File: config.mk
export PLATFORM = sky130hd
export DESIGN_NAME = cdn_node
export DESIGN_NICKNAME = d
export VERILOG_FILES = /design/src/cdn_pkg.sv /design/src/cdn_sync.sv /design/src/cdn_led.sv /design/src/cdn_node.sv
export SDC_FILE = /design/constraint.sdc
export NUM_CORES = 1
export LEC_CHECK = 0
export BUFFER_PORTS_ARGS = -buffer_cell sky130_fd_sc_hd__buf_2
export CORE_MARGIN = 4
export CORE_UTILIZATION = 45
export CTS_CLUSTER_DIAMETER = 30
export DETAILED_ROUTE_END_ITERATION = 8
export PLACE_DENSITY = 0.8
export SKIP_CTS_REPAIR_TIMING = 1
export SYNTH_ARGS = -nofsm -noshare
export SYNTH_HDL_FRONTEND = slang
export SYNTH_HIERARCHICAL = 1
export SYNTH_SLANG_ARGS = --single-unit
File: constraint.sdc
create_clock -name CLK -period 2.92 [get_ports CLK]
set_input_delay 0.438 -clock CLK [delete_from_list [all_inputs] [get_ports CLK]]
set_output_delay 0.438 -clock CLK [all_outputs]
set_load 0.02 [all_outputs]
File: src/cdn_pkg.sv
package cdn_pkg;

  // ***************************************************************
  // timing
  // ***************************************************************
  localparam int CLK_PERIOD_NS = 40;
  localparam int FLASH_TIME_MS = 200;
  localparam int NS_PER_MS = 1000000;
  localparam int FLASH_CYCLES = (FLASH_TIME_MS * NS_PER_MS) / CLK_PERIOD_NS;
  localparam int TICK_W = 24;

  // ***************************************************************
  // register map
  // ***************************************************************
  localparam int ADDR_W = 8;
  localparam logic [7:0] REG_DI_POL = 8'h00;
  localparam logic [7:0] REG_DO_POL = 8'h04;
  localparam logic [7:0] REG_DO_CMD = 8'h08;
  localparam logic [7:0] REG_STATUS = 8'h0c;
  localparam logic [7:0] REG_DI_STATE = 8'h10;
  localparam logic [7:0] REG_NODE = 8'h14;
  localparam logic [7:0] REG_KBPS = 8'h18;
  localparam logic [7:0] POL_RESET = 8'h00;
  localparam logic [7:0] DO_RESET = 8'h00;
  localparam logic [1:0] RESP_OKAY = 2'h0;
  localparam logic [1:0] RESP_SLVERR = 2'h2;

  // ***************************************************************
  // switches and node id
  // ***************************************************************
  localparam logic [3:0] DIGIT_MAX = 4'h9;
  localparam logic [6:0] DEC_BASE = 7'h0a;
  localparam logic [6:0] MAX_NODE_ID = 7'h63;
  localparam logic [6:0] FW_NODE_ID = 7'h00;
  localparam logic [6:0] NODE_ONE = 7'h01;
  localparam logic [1:0] SYNC_SETTLE = 2'h2;
  localparam int RATE_MODE_BIT = 3;
  localparam logic [15:0] KBPS_TABLE [8] = '{
    16'h000a, 16'h0014, 16'h0032, 16'h007d,
    16'h00fa, 16'h01f4, 16'h0320, 16'h03e8};

  // ***************************************************************
  // network management command specifiers
  // ***************************************************************
  localparam logic [7:0] NMT_START = 8'h01;
  localparam logic [7:0] NMT_STOP = 8'h02;
  localparam logic [7:0] NMT_PREOP = 8'h80;
  localparam logic [7:0] NMT_RESET_NODE = 8'h81;
  localparam logic [7:0] NMT_RESET_COMM = 8'h82;
  localparam logic [6:0] NMT_ALL_NODES = 7'h00;

  typedef enum logic [4:0] {
    ST_INIT = 5'b00001,
    ST_PREOP = 5'b00010,
    ST_OPER = 5'b00100,
    ST_STOP = 5'b01000,
    ST_FWUPD = 5'b10000
  } cdn_nmt_state_type;

  typedef enum logic [2:0] {
    LED_OFF = 3'h0,
    LED_ON = 3'h1,
    LED_BLINK = 3'h2,
    LED_SINGLE = 3'h3,
    LED_DOUBLE = 3'h4
  } cdn_led_mode_type;

  localparam logic [2:0] PHASE_LAST = 3'h5;
  localparam logic [2:0] PHASE_SECOND = 3'h2;

  // ***************************************************************
  // carriers
  // ***************************************************************
  typedef struct packed {
    logic valid;
    logic [6:0] node;
    logic [7:0] cs;
  } cdn_nmt_type;

  typedef struct packed {
    logic valid;
    logic [7:0] data;
  } cdn_pdo_type;

  typedef struct packed {
    logic valid;
    logic [6:0] id;
    logic [7:0] data;
  } cdn_peer_type;

  typedef struct packed {
    logic warn;
    logic guard;
    logic busoff;
  } cdn_err_type;

  typedef struct packed {
    logic [17:0] rsvd;
    cdn_err_type err;
    logic [2:0] rate;
    logic id_ok;
    logic fw;
    logic paired;
    cdn_nmt_state_type nmt;
  } cdn_status_type;

  typedef struct packed {
    logic [17:0] rsvd;
    logic [6:0] peer;
    logic [6:0] node;
  } cdn_node_reg_type;

endpackage

File: src/cdn_sync.sv
`timescale 1ns/1ps

module cdn_sync
  import cdn_pkg::*;
#(
  parameter int W = 8
)
(
  // clock and reset
  input wire logic clk,
  input wire logic rst_n,
  // asynchronous levels in, synchronised levels out
  input wire logic [W-1:0] async_in,
  output logic [W-1:0] sync_out
);

  typedef struct packed {
    logic [W-1:0] meta;
    logic [W-1:0] stable;
  } cdn_sync_state_type;

  cdn_sync_state_type q;
  cdn_sync_state_type d;

  // first stage is read only by the second
  always_comb
  begin
    d = q;
    d.meta = async_in;
    d.stable = q.meta;
  end

  always_ff @(posedge clk or negedge rst_n)
  begin
    if (!rst_n)
      q <= '0;
    else
      q <= d;
  end

  assign sync_out = q.stable;

endmodule

File: src/cdn_led.sv
`timescale 1ns/1ps

module cdn_led
  import cdn_pkg::*;
(
  // clock and reset
  input wire logic clk,
  input wire logic rst_n,
  // pattern step and chosen pattern
  input wire logic tick,
  input wire cdn_led_mode_type mode,
  // indicator
  output logic led
);

  typedef struct packed {
    logic [2:0] phase;
    logic led;
  } cdn_led_state_type;

  cdn_led_state_type q;
  cdn_led_state_type d;

  // six steps of one flash period: flash patterns share one frame
  always_comb
  begin
    d = q;
    if (tick)
    begin
      if (q.phase == PHASE_LAST)
        d.phase = '0;
      else
        d.phase = q.phase + 3'h1;
    end
    case (mode)
      LED_ON: d.led = 1'b1;
      LED_BLINK: d.led = ~d.phase[0];
      LED_SINGLE: d.led = (d.phase == '0);
      LED_DOUBLE: d.led = (d.phase == '0) || (d.phase == PHASE_SECOND);
      default: d.led = 1'b0;
    endcase
  end

  always_ff @(posedge clk or negedge rst_n)
  begin
    if (!rst_n)
      q <= '0;
    else
      q <= d;
  end

  assign led = q.led;

endmodule

File: src/cdn_node.sv
`timescale 1ns/1ps

// Summary of operation
// - node id from tens and units switches
// - node ids up to 99 accepted
// - node id zero enters firmware update mode
// - rate codes 0-7 normal, 8-F paired
// - bit rate from code ignoring mode bit
// - eight inputs, eight outputs, selectable polarity
// - network management and process data services
// - peer input on drives same-index output
// - odd id pairs with odd plus one
// - paired mode goes operational by itself
// - run indicator follows management state
// - error indicator follows error state
module cdn_node
  import cdn_pkg::*;
#(
  parameter int FLASH_CYC = FLASH_CYCLES
)
(
  // clock and reset
  input wire logic CLK,
  input wire logic RST_N,
  // axi4-lite write address and data
  input wire logic [ADDR_W-1:0] S_AXI_AWADDR,
  input wire logic S_AXI_AWVALID,
  output logic S_AXI_AWREADY,
  input wire logic [31:0] S_AXI_WDATA,
  input wire logic [3:0] S_AXI_WSTRB,
  input wire logic S_AXI_WVALID,
  output logic S_AXI_WREADY,
  // axi4-lite write response
  output logic [1:0] S_AXI_BRESP,
  output logic S_AXI_BVALID,
  input wire logic S_AXI_BREADY,
  // axi4-lite read
  input wire logic [ADDR_W-1:0] S_AXI_ARADDR,
  input wire logic S_AXI_ARVALID,
  output logic S_AXI_ARREADY,
  output logic [31:0] S_AXI_RDATA,
  output logic [1:0] S_AXI_RRESP,
  output logic S_AXI_RVALID,
  input wire logic S_AXI_RREADY,
  // rotary switches
  input wire logic [3:0] ID_TENS_SW,
  input wire logic [3:0] ID_UNITS_SW,
  input wire logic [3:0] RATE_SW,
  // field pins
  input wire logic [7:0] DIGITAL_INPUT_CHANNEL,
  output logic [7:0] DIGITAL_OUTPUT_CHANNEL,
  // protocol engine side
  input wire cdn_nmt_type NMT_IN,
  input wire cdn_pdo_type RX_PDO,
  input wire cdn_peer_type PEER_IN,
  input wire cdn_err_type ERR_IN,
  output cdn_pdo_type TX_PDO,
  // configuration seen by the engine
  output logic [6:0] NODE_ID,
  output logic [6:0] PEER_ID,
  output logic [2:0] BITRATE_IDX,
  output logic PAIRED_MODE,
  output logic FW_UPDATE,
  output cdn_nmt_state_type NMT_STATE,
  // indicators
  output logic RUN_LED,
  output logic ERR_LED
);

  // ***************************************************************
  // state
  // ***************************************************************
  typedef struct packed {
    logic awready;
    logic wready;
    logic aw_got;
    logic w_got;
    logic [ADDR_W-1:0] awaddr;
    logic [7:0] wdata;
    logic wstrb0;
    logic bvalid;
    logic [1:0] bresp;
    logic arready;
    logic rvalid;
    logic [1:0] rresp;
    logic [31:0] rdata;
    logic [7:0] di_pol;
    logic [7:0] do_pol;
    logic [7:0] do_val;
    logic [7:0] do_pin;
    logic [7:0] di_prev;
    logic was_oper;
    cdn_pdo_type tx;
    cdn_nmt_state_type nmt;
    logic [6:0] node_id;
    logic [6:0] peer_id;
    logic id_ok;
    logic [2:0] rate;
    logic paired;
    cdn_led_mode_type run_mode;
    cdn_led_mode_type err_mode;
    logic [TICK_W-1:0] tick_cnt;
    logic tick;
    logic [1:0] settle;
    logic fw;
  } cdn_node_state_type;

  localparam logic [TICK_W-1:0] TICK_LAST = TICK_W'(FLASH_CYC - 1);

  cdn_node_state_type q;
  cdn_node_state_type d;

  logic [7:0] di_sync;
  logic [3:0] tens_s;
  logic [3:0] units_s;
  logic [3:0] rate_s;

  function automatic logic reg_hit(input logic [ADDR_W-1:0] a);
    reg_hit = (a == REG_DI_POL) || (a == REG_DO_POL) ||
      (a == REG_DO_CMD) || (a == REG_STATUS) ||
      (a == REG_DI_STATE) || (a == REG_NODE) || (a == REG_KBPS);
  endfunction

  // ***************************************************************
  // pin synchronisers
  // ***************************************************************
  cdn_sync #(
    .W(20)
  ) u_sync (
    .clk(CLK),
    .rst_n(RST_N),
    .async_in({DIGITAL_INPUT_CHANNEL, ID_TENS_SW, ID_UNITS_SW, RATE_SW}),
    .sync_out({di_sync, tens_s, units_s, rate_s})
  );

  // ***************************************************************
  // next state
  // ***************************************************************
  always_comb
  begin
    logic [7:0] di_state;
    logic [6:0] sw_id;
    logic [6:0] sw_peer;
    logic digits_ok;
    logic sw_paired;
    logic for_me;
    logic wr_ok;
    cdn_status_type st;
    cdn_node_reg_type nr;
    di_state = '0;
    sw_id = '0;
    sw_peer = '0;
    digits_ok = 1'b0;
    sw_paired = 1'b0;
    for_me = 1'b0;
    wr_ok = 1'b0;
    st = '0;
    nr = '0;
    d = q;
    d.tick = 1'b0;
    d.tx.valid = 1'b0;

    if (q.tick_cnt == TICK_LAST)
    begin
      d.tick_cnt = '0;
      d.tick = 1'b1;
    end
    else
      d.tick_cnt = q.tick_cnt + TICK_W'(1);

    // polarity applied before anything looks at the inputs
    di_state = di_sync ^ q.di_pol;
    sw_id = 7'(tens_s) * DEC_BASE + 7'(units_s);
    digits_ok = (tens_s <= DIGIT_MAX) && (units_s <= DIGIT_MAX);
    sw_paired = rate_s[RATE_MODE_BIT];
    // odd id looks up, even id looks down
    if (sw_id[0])
      sw_peer = sw_id + NODE_ONE;
    else
      sw_peer = sw_id - NODE_ONE;
    for_me = NMT_IN.valid &&
      ((NMT_IN.node == NMT_ALL_NODES) || (NMT_IN.node == q.node_id));

    // ***************************************************************
    // network management
    // ***************************************************************
    case (q.nmt)
      ST_INIT:
      begin
        // switches are read only here, so turning them has no effect
        // until the node next re-enters init on a reset or either nmt reset command
        d.node_id = sw_id;
        d.peer_id = sw_peer;
        d.rate = rate_s[2:0];
        d.paired = sw_paired;
        d.id_ok = digits_ok && (sw_id <= MAX_NODE_ID);
        d.do_val = DO_RESET;
        // synchronisers reset to zero: deciding before they fill
        // would read id 0 and fall into firmware update
        if (q.settle != SYNC_SETTLE)
        begin
          d.settle = q.settle + 2'h1;
          d.nmt = ST_INIT;
        end
        else if (!digits_ok || (sw_id > MAX_NODE_ID))
          d.nmt = ST_INIT;
        else if (sw_id == FW_NODE_ID)
          d.nmt = ST_FWUPD;
        else if (sw_paired)
          d.nmt = ST_OPER;
        else
          d.nmt = ST_PREOP;
      end
      ST_PREOP, ST_OPER, ST_STOP:
      begin
        if (for_me)
        begin
          case (NMT_IN.cs)
            NMT_START: d.nmt = ST_OPER;
            NMT_STOP: d.nmt = ST_STOP;
            NMT_PREOP: d.nmt = ST_PREOP;
            NMT_RESET_NODE, NMT_RESET_COMM: d.nmt = ST_INIT;
            default: d.nmt = q.nmt;
          endcase
        end
      end
      ST_FWUPD: d.nmt = ST_FWUPD;
      default: d.nmt = ST_INIT;
    endcase

    case (q.nmt)
      ST_STOP: d.run_mode = LED_SINGLE;
      ST_PREOP: d.run_mode = LED_BLINK;
      ST_OPER: d.run_mode = LED_ON;
      default: d.run_mode = LED_OFF;
    endcase
    if (ERR_IN.busoff)
      d.err_mode = LED_ON;
    else if (ERR_IN.guard)
      d.err_mode = LED_DOUBLE;
    else if (ERR_IN.warn)
      d.err_mode = LED_SINGLE;
    else
      d.err_mode = LED_OFF;

    // ***************************************************************
    // axi4-lite slave
    // ***************************************************************
    if (S_AXI_AWVALID && q.awready)
    begin
      d.awready = 1'b0;
      d.aw_got = 1'b1;
      d.awaddr = S_AXI_AWADDR;
    end
    if (S_AXI_WVALID && q.wready)
    begin
      d.wready = 1'b0;
      d.w_got = 1'b1;
      d.wdata = S_AXI_WDATA[7:0];
      d.wstrb0 = S_AXI_WSTRB[0];
    end
    if (q.aw_got && q.w_got && !q.bvalid)
    begin
      d.bvalid = 1'b1;
      d.bresp = reg_hit(q.awaddr) ? RESP_OKAY : RESP_SLVERR;
      wr_ok = q.wstrb0;
    end
    if (q.bvalid && S_AXI_BREADY)
    begin
      d.bvalid = 1'b0;
      d.aw_got = 1'b0;
      d.w_got = 1'b0;
      d.awready = 1'b1;
      d.wready = 1'b1;
    end
    if (wr_ok)
    begin
      case (q.awaddr)
        REG_DI_POL: d.di_pol = q.wdata;
        REG_DO_POL: d.do_pol = q.wdata;
        REG_DO_CMD:
          if (q.nmt != ST_FWUPD && q.nmt != ST_INIT)
            d.do_val = q.wdata;
        default: d.di_pol = d.di_pol;
      endcase
    end

    st.err = ERR_IN;
    st.rate = q.rate;
    st.id_ok = q.id_ok;
    st.fw = (q.nmt == ST_FWUPD);
    st.paired = q.paired;
    st.nmt = q.nmt;
    nr.peer = q.peer_id;
    nr.node = q.node_id;
    if (S_AXI_ARVALID && q.arready)
    begin
      d.arready = 1'b0;
      d.rvalid = 1'b1;
      d.rresp = reg_hit(S_AXI_ARADDR) ? RESP_OKAY : RESP_SLVERR;
      case (S_AXI_ARADDR)
        REG_DI_POL: d.rdata = 32'(q.di_pol);
        REG_DO_POL: d.rdata = 32'(q.do_pol);
        REG_DO_CMD: d.rdata = 32'(q.do_val);
        REG_STATUS: d.rdata = st;
        REG_DI_STATE: d.rdata = 32'(di_state);
        REG_NODE: d.rdata = nr;
        REG_KBPS: d.rdata = 32'(KBPS_TABLE[q.rate]);
        default: d.rdata = '0;
      endcase
    end
    if (q.rvalid && S_AXI_RREADY)
    begin
      d.rvalid = 1'b0;
      d.arready = 1'b1;
    end

    // ***************************************************************
    // process data
    // ***************************************************************
    if (q.nmt == ST_OPER)
    begin
      if (RX_PDO.valid)
        d.do_val = RX_PDO.data;
      // peer updates win over the master when both land together
      if (q.paired && PEER_IN.valid && (PEER_IN.id == q.peer_id))
        d.do_val = PEER_IN.data;
      // first frame after going operational seeds the peer's outputs
      if ((di_state != q.di_prev) || !q.was_oper)
      begin
        d.tx.valid = 1'b1;
        d.tx.data = di_state;
      end
    end
    d.di_prev = di_state;
    d.was_oper = (q.nmt == ST_OPER);
    d.do_pin = d.do_val ^ d.do_pol;
    d.fw = (d.nmt == ST_FWUPD);
  end

  always_ff @(posedge CLK or negedge RST_N)
  begin
    if (!RST_N)
    begin
      q <= '0;
      q.awready <= 1'b1;
      q.wready <= 1'b1;
      q.arready <= 1'b1;
      q.di_pol <= POL_RESET;
      q.do_pol <= POL_RESET;
      q.do_val <= DO_RESET;
      q.nmt <= ST_INIT;
      q.run_mode <= LED_OFF;
      q.err_mode <= LED_OFF;
    end
    else
      q <= d;
  end

  // ***************************************************************
  // indicators
  // ***************************************************************
  cdn_led u_run_led (
    .clk(CLK),
    .rst_n(RST_N),
    .tick(q.tick),
    .mode(q.run_mode),
    .led(RUN_LED)
  );

  cdn_led u_err_led (
    .clk(CLK),
    .rst_n(RST_N),
    .tick(q.tick),
    .mode(q.err_mode),
    .led(ERR_LED)
  );

  // ***************************************************************
  // outputs
  // ***************************************************************
  assign S_AXI_AWREADY = q.awready;
  assign S_AXI_WREADY = q.wready;
  assign S_AXI_BRESP = q.bresp;
  assign S_AXI_BVALID = q.bvalid;
  assign S_AXI_ARREADY = q.arready;
  assign S_AXI_RDATA = q.rdata;
  assign S_AXI_RRESP = q.rresp;
  assign S_AXI_RVALID = q.rvalid;
  assign DIGITAL_OUTPUT_CHANNEL = q.do_pin;
  assign TX_PDO = q.tx;
  assign NODE_ID = q.node_id;
  assign PEER_ID = q.peer_id;
  assign BITRATE_IDX = q.rate;
  assign PAIRED_MODE = q.paired;
  assign FW_UPDATE = q.fw;
  assign NMT_STATE = q.nmt;

endmodule

==> flow_metrics.tcl, run 1 <==
set metrics [dict create \
    std_cell_rows 53 \
    die_w_um 154 \
    worstPathMaxFanout 3 \
    yosys-top-cells-area "dfrtp_1 50%, buf_4 5.9%, mux2_2 5.4%" \
    synthCells 848 \
    slew_violations 0 \
    reg2reg_depth 9 \
    final_nets 1117 \
    syn2layout_area_growth_pct 14.5 \
    grt_pass1_vias 6687 \
    clk_pin_slew_worst_paths_ns 0.08 \
    antenna_found_initial 4 \
    maxSlewHeadroom 0.422 \
    syn_area_per_cell_um2 11.3 \
    worst_ep_required_time_ns 3.25 \
    start_util 0.457 \
    vias 6546 \
    power.switching_w 0.00288 \
    p_int_w 0.00528 \
    power.total_w 0.00816 \
    synth-edff-count 0 \
    clock_path_buffers 2 \
    synth_flop_cell "dfrtp_1" \
    h-tree-depth 4 \
    cp-start-kind "flop" \
    power.density_mw_per_mm2 741 \
    drtIter0Drc 467 \
    detail-route-antenna-nets 0 \
    dp_hpwl_um 17000 \
    power.share.combinational 0.249 \
    synth_most_common_cell "dfrtp_1" \
    io_buffer_count 159 \
    finalWirelength_um 22200 \
    layout-drive-gt1-share 0.293 \
    min_period_over_period 0.974 \
    hold_viol 0 \
    drt-vias-per-instance 5.20 \
    ff_latch_area_mm2 0.00488 \
    cp_num_cells 9 \
    power.share.clock 0.298 \
    path_buf_inv 1 \
    crit_arrival_ns 3.17 \
    r2r-start "u_sync/sync_out[11]" \
    sw_frac_of_total 0.352 \
    cp_common_cell "ha_1" \
    tightest_slew_ns 0.861 \
    cts_tree "yes" \
    synth_top_area_frac 0.497 \
    synth_cell_types 66 \
    core_area_mm2 0.0210 \
    drc 0 \
    wl_per_cell_um 17.6 \
    hold_class "input port to asynchronous set/reset pin" \
    yosysSeqAreaShare 0.508 \
    ys_top_cells_by_count "191 x dfrtp_1, 76 x buf_4, 64 x nand2_1, 46 x mux2_2, 45 x xnor2_1" \
    insertion_delay_ns 0.44 \
    cpLargestDelayFamily "adder cells" \
    overflow 0 \
    gp_congestion 0.859 \
    die_h_um 154 \
    r2r_end "NMT_STATE[1]" \
    cpMaxStageDelayCell "fa_1" \
    grt_max_degree 86 \
    ys_ff_latch 195 \
    dpl-instance-area_mm2 0.0103 \
    grt_first_pass_wirelength_um 35300 \
    cp_slowest_stage_delay_ns 0.47 \
    cts-root-buf "clkbuf_16" \
    period_minus_slack_ns 2.84 \
    setup.worst_path.class "flop to flop" \
    status "finished, final reports clean" \
    ios 207 \
    synthesis.area_mm2 0.00961 \
    final_area_mm2 0.0110 \
    p_seq_frac 0.453 \
    finalClockSkew_ns 0.0119 \
    setup_viol 0 \
    p_leak_nw 5.51 \
    crit_path_end_kind "flop" \
    first_pass_iters 5 \
    fillers 1813 \
    synth_largest_area_cell "dfrtp_1" \
    synth_warnings 6 \
    multiInputGateArea_mm2 0.00406 \
    clock_sinks 195 \
    die-area_mm2 0.0238 \
    max_cap_violations 0 \
    worst-r2r-setup-slack_ns 0.08 \
    grt_use_total 0.189 \
    vdd_drop_max_v 0.000416 \
    crit_chain "ha_1 -> ha_1 -> inv_1 -> fa_1 -> nor4b_2 -> xnor2_1 -> nand4_1 -> nor3b_1 -> a221o_1" \
    fmax_ghz 0.352 \
    synthArstFlopShare 1.00 \
    cts-buffers-inserted 17 \
]
## metrics by stage
step	hold slack [ns]	std cells	util	setup TNS (ns)	setup slack, ns
floorplan	0.142	870	-	0	0.119
global placement	0.332	1225	0.492	0	0.110
detailed placement	0.335	1225	0.492	0	0.0318
CTS	0.0639	1257	0.522	0	0.00527
global route	0.0768	1259	0.523	-0.172	-0.111
finish	0.0436	1259	0.523	0	0.0770
## logic make-up after synthesis
| group | share of synthesized area |
|---|---|
| compound gates | 0.0882 |
| xor+xnor | 0.0765 |
| fa+ha+maj | 0.0336 |
| buf+inv | 0.0798 |
| flops | 0.508 |
| mux | 0.0989 |
| other cells | 0.000390 |
| simple gates | 0.114 |
## worst max-delay path by stage
stage	start	end
2_1_floorplan	u_sync/sync_out[9]	NMT_STATE[1]
3_3_place_gp	u_sync/sync_out[11]	NMT_STATE[1]
3_5_place_dp	u_sync/sync_out[11]	NMT_STATE[1]
4_1_cts	u_sync/sync_out[11]	NMT_STATE[1]
5_1_grt	u_sync/sync_out[11]	NMT_STATE[1]
6_report	u_sync/sync_out[11]	NMT_STATE[1]
## registers in the layout, indices dropped and copies added (netlist names), 5 cells and up
register,flops
DIGITAL_OUTPUT_CHANNEL,8
NMT_STATE,5
NODE_ID,7
PEER_ID,7
S_AXI_RDATA,14
TX_PDO,9
q,85
u_sync/d,20
u_sync/sync_out,20
## power by group through the flow
stage	sequential [W]	clock [W]	combinational (W)
global route	0.00377	0.00259	0.00223
CTS	0.00370	0.00247	0.00204
floorplan	0.00355	0	0.00168
detailed placement	0.00376	0	0.00202
finish	0.00370	0.00243	0.00203
global placement	0.00374	0	0.00197
## per-layer routing
metal / share of wire / GRT usage / vias to the layer above
li1: - / - / 3083
met1: 0.41 / 0.236 / 3200
met2: 0.48 / 0.310 / 203
met3: 0.071 / 0.0512 / 54
met4: 0.036 / 0.0791 / 6
met5: 0.0014 / 0 / -
## final cells by class
| type | instances | area share |
|---|---|---|
| inverter | 30 | 0.0102 |
| antenna | 1 | 0.000227 |
| clock inverter | 15 | 0.0186 |
| sequential | 195 | 0.444 |
| tap | 275 | 0.0313 |
| timing repair buffer | 178 | 0.0883 |
| clock buffer | 17 | 0.0387 |
| multi-input combinational | 548 | 0.369 |
## placed cells by master, fill, tap and decap left out, drive strengths merged, types with 6 or more instances in the layout
master	synthesis	routed
nand2	65	65
xnor2	45	45
inv	30	38
a21oi	15	15
nand3	23	23
and3	6	6
nand4	12	12
mux2i	29	29
nor2	36	36
o21ai	42	42
nor3	7	7
clkinv	0	6
nor2b	10	10
a21o	7	7
buf	81	177
nor4	6	6
ha	21	21
a22o	10	10
clkbuf	16	18
mux2	56	56
and2	13	13
conb	1	23
xor2	39	39
nand2b	8	8
o22ai	12	12
dfrtp	191	191
(Power assumes the default switching activity.)
==> run 2: changes to the inputs <==
- SETUP_SLACK_MARGIN: default -> 0.2
==> run 2 against run 1 <==
  * Setup slack improved by 0.14 ns
  * Flip-flop and latch count unchanged
  * Clock-buffer cell count increased by 1
  * Clock skew increased by 0.00088 ns
  * Worst hold slack improved by 0.0066 ns
  * Non-clock buffer count increased by 2
  * Design area increased by 0.75%
  * Combinational power increased by 3%
  * Sequential share of layout area decreased by 0.33 points
  * Via count decreased by 1.1%
  * Largest power group unchanged
  * Highest routed layer unchanged
==> flow_metrics.tcl, run 2 (same netlist as run 1, synthesis figures left out) <==
set metrics [dict create \
    p_leak_nw 5.53 \
    clk_pin_slew_worst_paths_ns 0.08 \
    antenna_found_initial 5 \
    ff_latch_area_mm2 0.00488 \
    vias 6474 \
    die-area_mm2 0.0238 \
    min_period_over_period 0.927 \
    finalClockSkew_ns 0.0127 \
    std_cell_rows 53 \
    top_register "q" \
    fillers 1813 \
    final.setup.tns_ns 0 \
    wl_per_cell_um 17.3 \
    setup_viol 0 \
    setup.worst_path.class "flop to flop" \
    crit_path_end_kind "flop" \
    layout-drive-gt1-share 0.304 \
    crit_arrival_ns 3.03 \
    cpMaxStageDelayCell "fa_2" \
    crit_chain "ha_1 -> ha_2 -> inv_2 -> fa_2 -> nor4b_4 -> xnor2_2 -> buf_4 -> a211oi_4 -> nor3b_4 -> a221o_1" \
    insertion_delay_ns 0.43 \
    drt-vias-per-instance 5.12 \
    first_pass_iters 4 \
    p_seq_frac 0.451 \
    clock_sinks 195 \
    drc 0 \
    final_nets 1119 \
    grt_max_degree 87 \
    die_h_um 154 \
    power.density_mw_per_mm2 739 \
    slew_violations 0 \
    multiInputGateArea_mm2 0.00413 \
    grt_first_pass_wirelength_um 34600 \
    cts-buffers-inserted 17 \
    final_cell_mix "191 x dfrtp_1, 158 x buf_2, 64 x nand2_1" \
    start_util 0.457 \
    detail-route-antenna-nets 0 \
    drtIter0Drc 319 \
    hold_class "input port to asynchronous set/reset pin" \
    layout_commonest_cell "dfrtp_1" \
    grt_pass1_vias 6608 \
    dp_hpwl_um 16600 \
    tightest_slew_ns 0.799 \
    maxSlewHeadroom 0.464 \
    clock_path_buffers 2 \
    fmax_ghz 0.370 \
    grt_use_total 0.185 \
    period_minus_slack_ns 2.71 \
    max_cap_violations 0 \
    h-tree-depth 4 \
    cts-root-buf "clkbuf_16" \
    largest_register_ffs 85 \
    syn2layout_area_growth_pct 15.3 \
    p_int_w 0.00538 \
    status "finished, final reports clean" \
    worstPathMaxFanout 3 \
    finalWirelength_um 21900 \
    sw_frac_of_total 0.343 \
    core_area_mm2 0.0210 \
    power.total_w 0.00819 \
    hold_viol 0 \
    power.switching_w 0.00281 \
    cp-start-kind "flop" \
    overflow 0 \
    die_w_um 154 \
    cts_tree "yes" \
    io_buffer_count 159 \
    gp_congestion 0.874 \
    worst_ep_required_time_ns 3.24 \
    power.share.combinational 0.255 \
    power.share.clock 0.293 \
    ios 207 \
    vdd_drop_max_v 0.000393 \
    cp_slowest_stage_delay_ns 0.48 \
    rsz0062_at_grt "yes" \
]
## run 2: cell types whose count changed in the layout (fill, tap and decap cells not counted), sizes merged
| cell | change |
|---|---|
| buf | +2 |
| bufinv | +1 |
| clkbuf | +1 |
| clkinv | -3 |
| diode | +3 |
| inv | +1 |
## run 2: layout make-up
| cell class | instances | share of cell area |
|---|---|---|
| clock buffer | 18 | 0.0387 |
| timing repair buffer | 180 | 0.0894 |
| clock inverter | 14 | 0.0166 |
| antenna | 4 | 0.000903 |
| tap | 275 | 0.0310 |
| sequential | 195 | 0.441 |
| multi-input combinational | 548 | 0.373 |
| inverter | 30 | 0.0102 |
## run 2: metrics by stage
step | utilization | instances | instance area (µm²) | hold WS [ns] | worst slack (ns)
floorplan | - | 870 | 9700 | 0.142 | 0.189
global placement | 0.492 | 1223 | 10300 | 0.333 | 0.0899
detailed placement | 0.492 | 1223 | 10300 | 0.336 | 0.00114
CTS | 0.521 | 1255 | 11000 | 0.0731 | -0.00851
global route | 0.527 | 1263 | 11100 | 0.0863 | 0.0858
finish | 0.527 | 1264 | 11100 | 0.0502 | 0.214
## run 2: worst max-delay path, delay by kind of cell, from the launching register on
kind	cells	cell delay (ns)
fa+ha+maj	3	0.98
compound gates	2	0.55
flops	1	0.40
simple gates	2	0.34
buf+inv	2	0.22
xor+xnor	1	0.12
## run 2: metal layers
metal,part of all wire,vias up,wire length [µm],track usage
li1,-,3092,-,-
met1,0.43,3132,9330,0.236
met3,0.065,49,1410,0.0521
met2,0.47,199,10300,0.293
met4,0.035,2,775,0.0862
met5,0.00059,-,13,0
## run 2: power groups by stage
| stage | Clock, W | Sequential, W | Combinational, W |
|---|---|---|---|
| floorplan | 0 | 0.00355 | 0.00168 |
| global placement | 0 | 0.00373 | 0.00197 |
| detailed placement | 0 | 0.00374 | 0.00202 |
| CTS | 0.00245 | 0.00370 | 0.00204 |
| global route | 0.00257 | 0.00377 | 0.00229 |
| finish | 0.00240 | 0.00370 | 0.00209 |
## run 2: path summary, 6_finish.rpt
kind	start	endpoint	slack [ns]	cells after the start
setup / recovery	u_sync/sync_out[11]	NMT_STATE[1]	0.21	10
min in group CLK	RATE_SW[2]	u_sync/d[2]	0.11	1
max in group asynchronous	RST_N	S_AXI_ARREADY	2.06	2
setup reg to reg	u_sync/sync_out[11]	NMT_STATE[1]	0.21	10
hold / removal	RST_N	u_sync/d[11]	0.05	1
hold reg to reg	u_sync/d[9]	u_sync/sync_out[9]	0.35	0
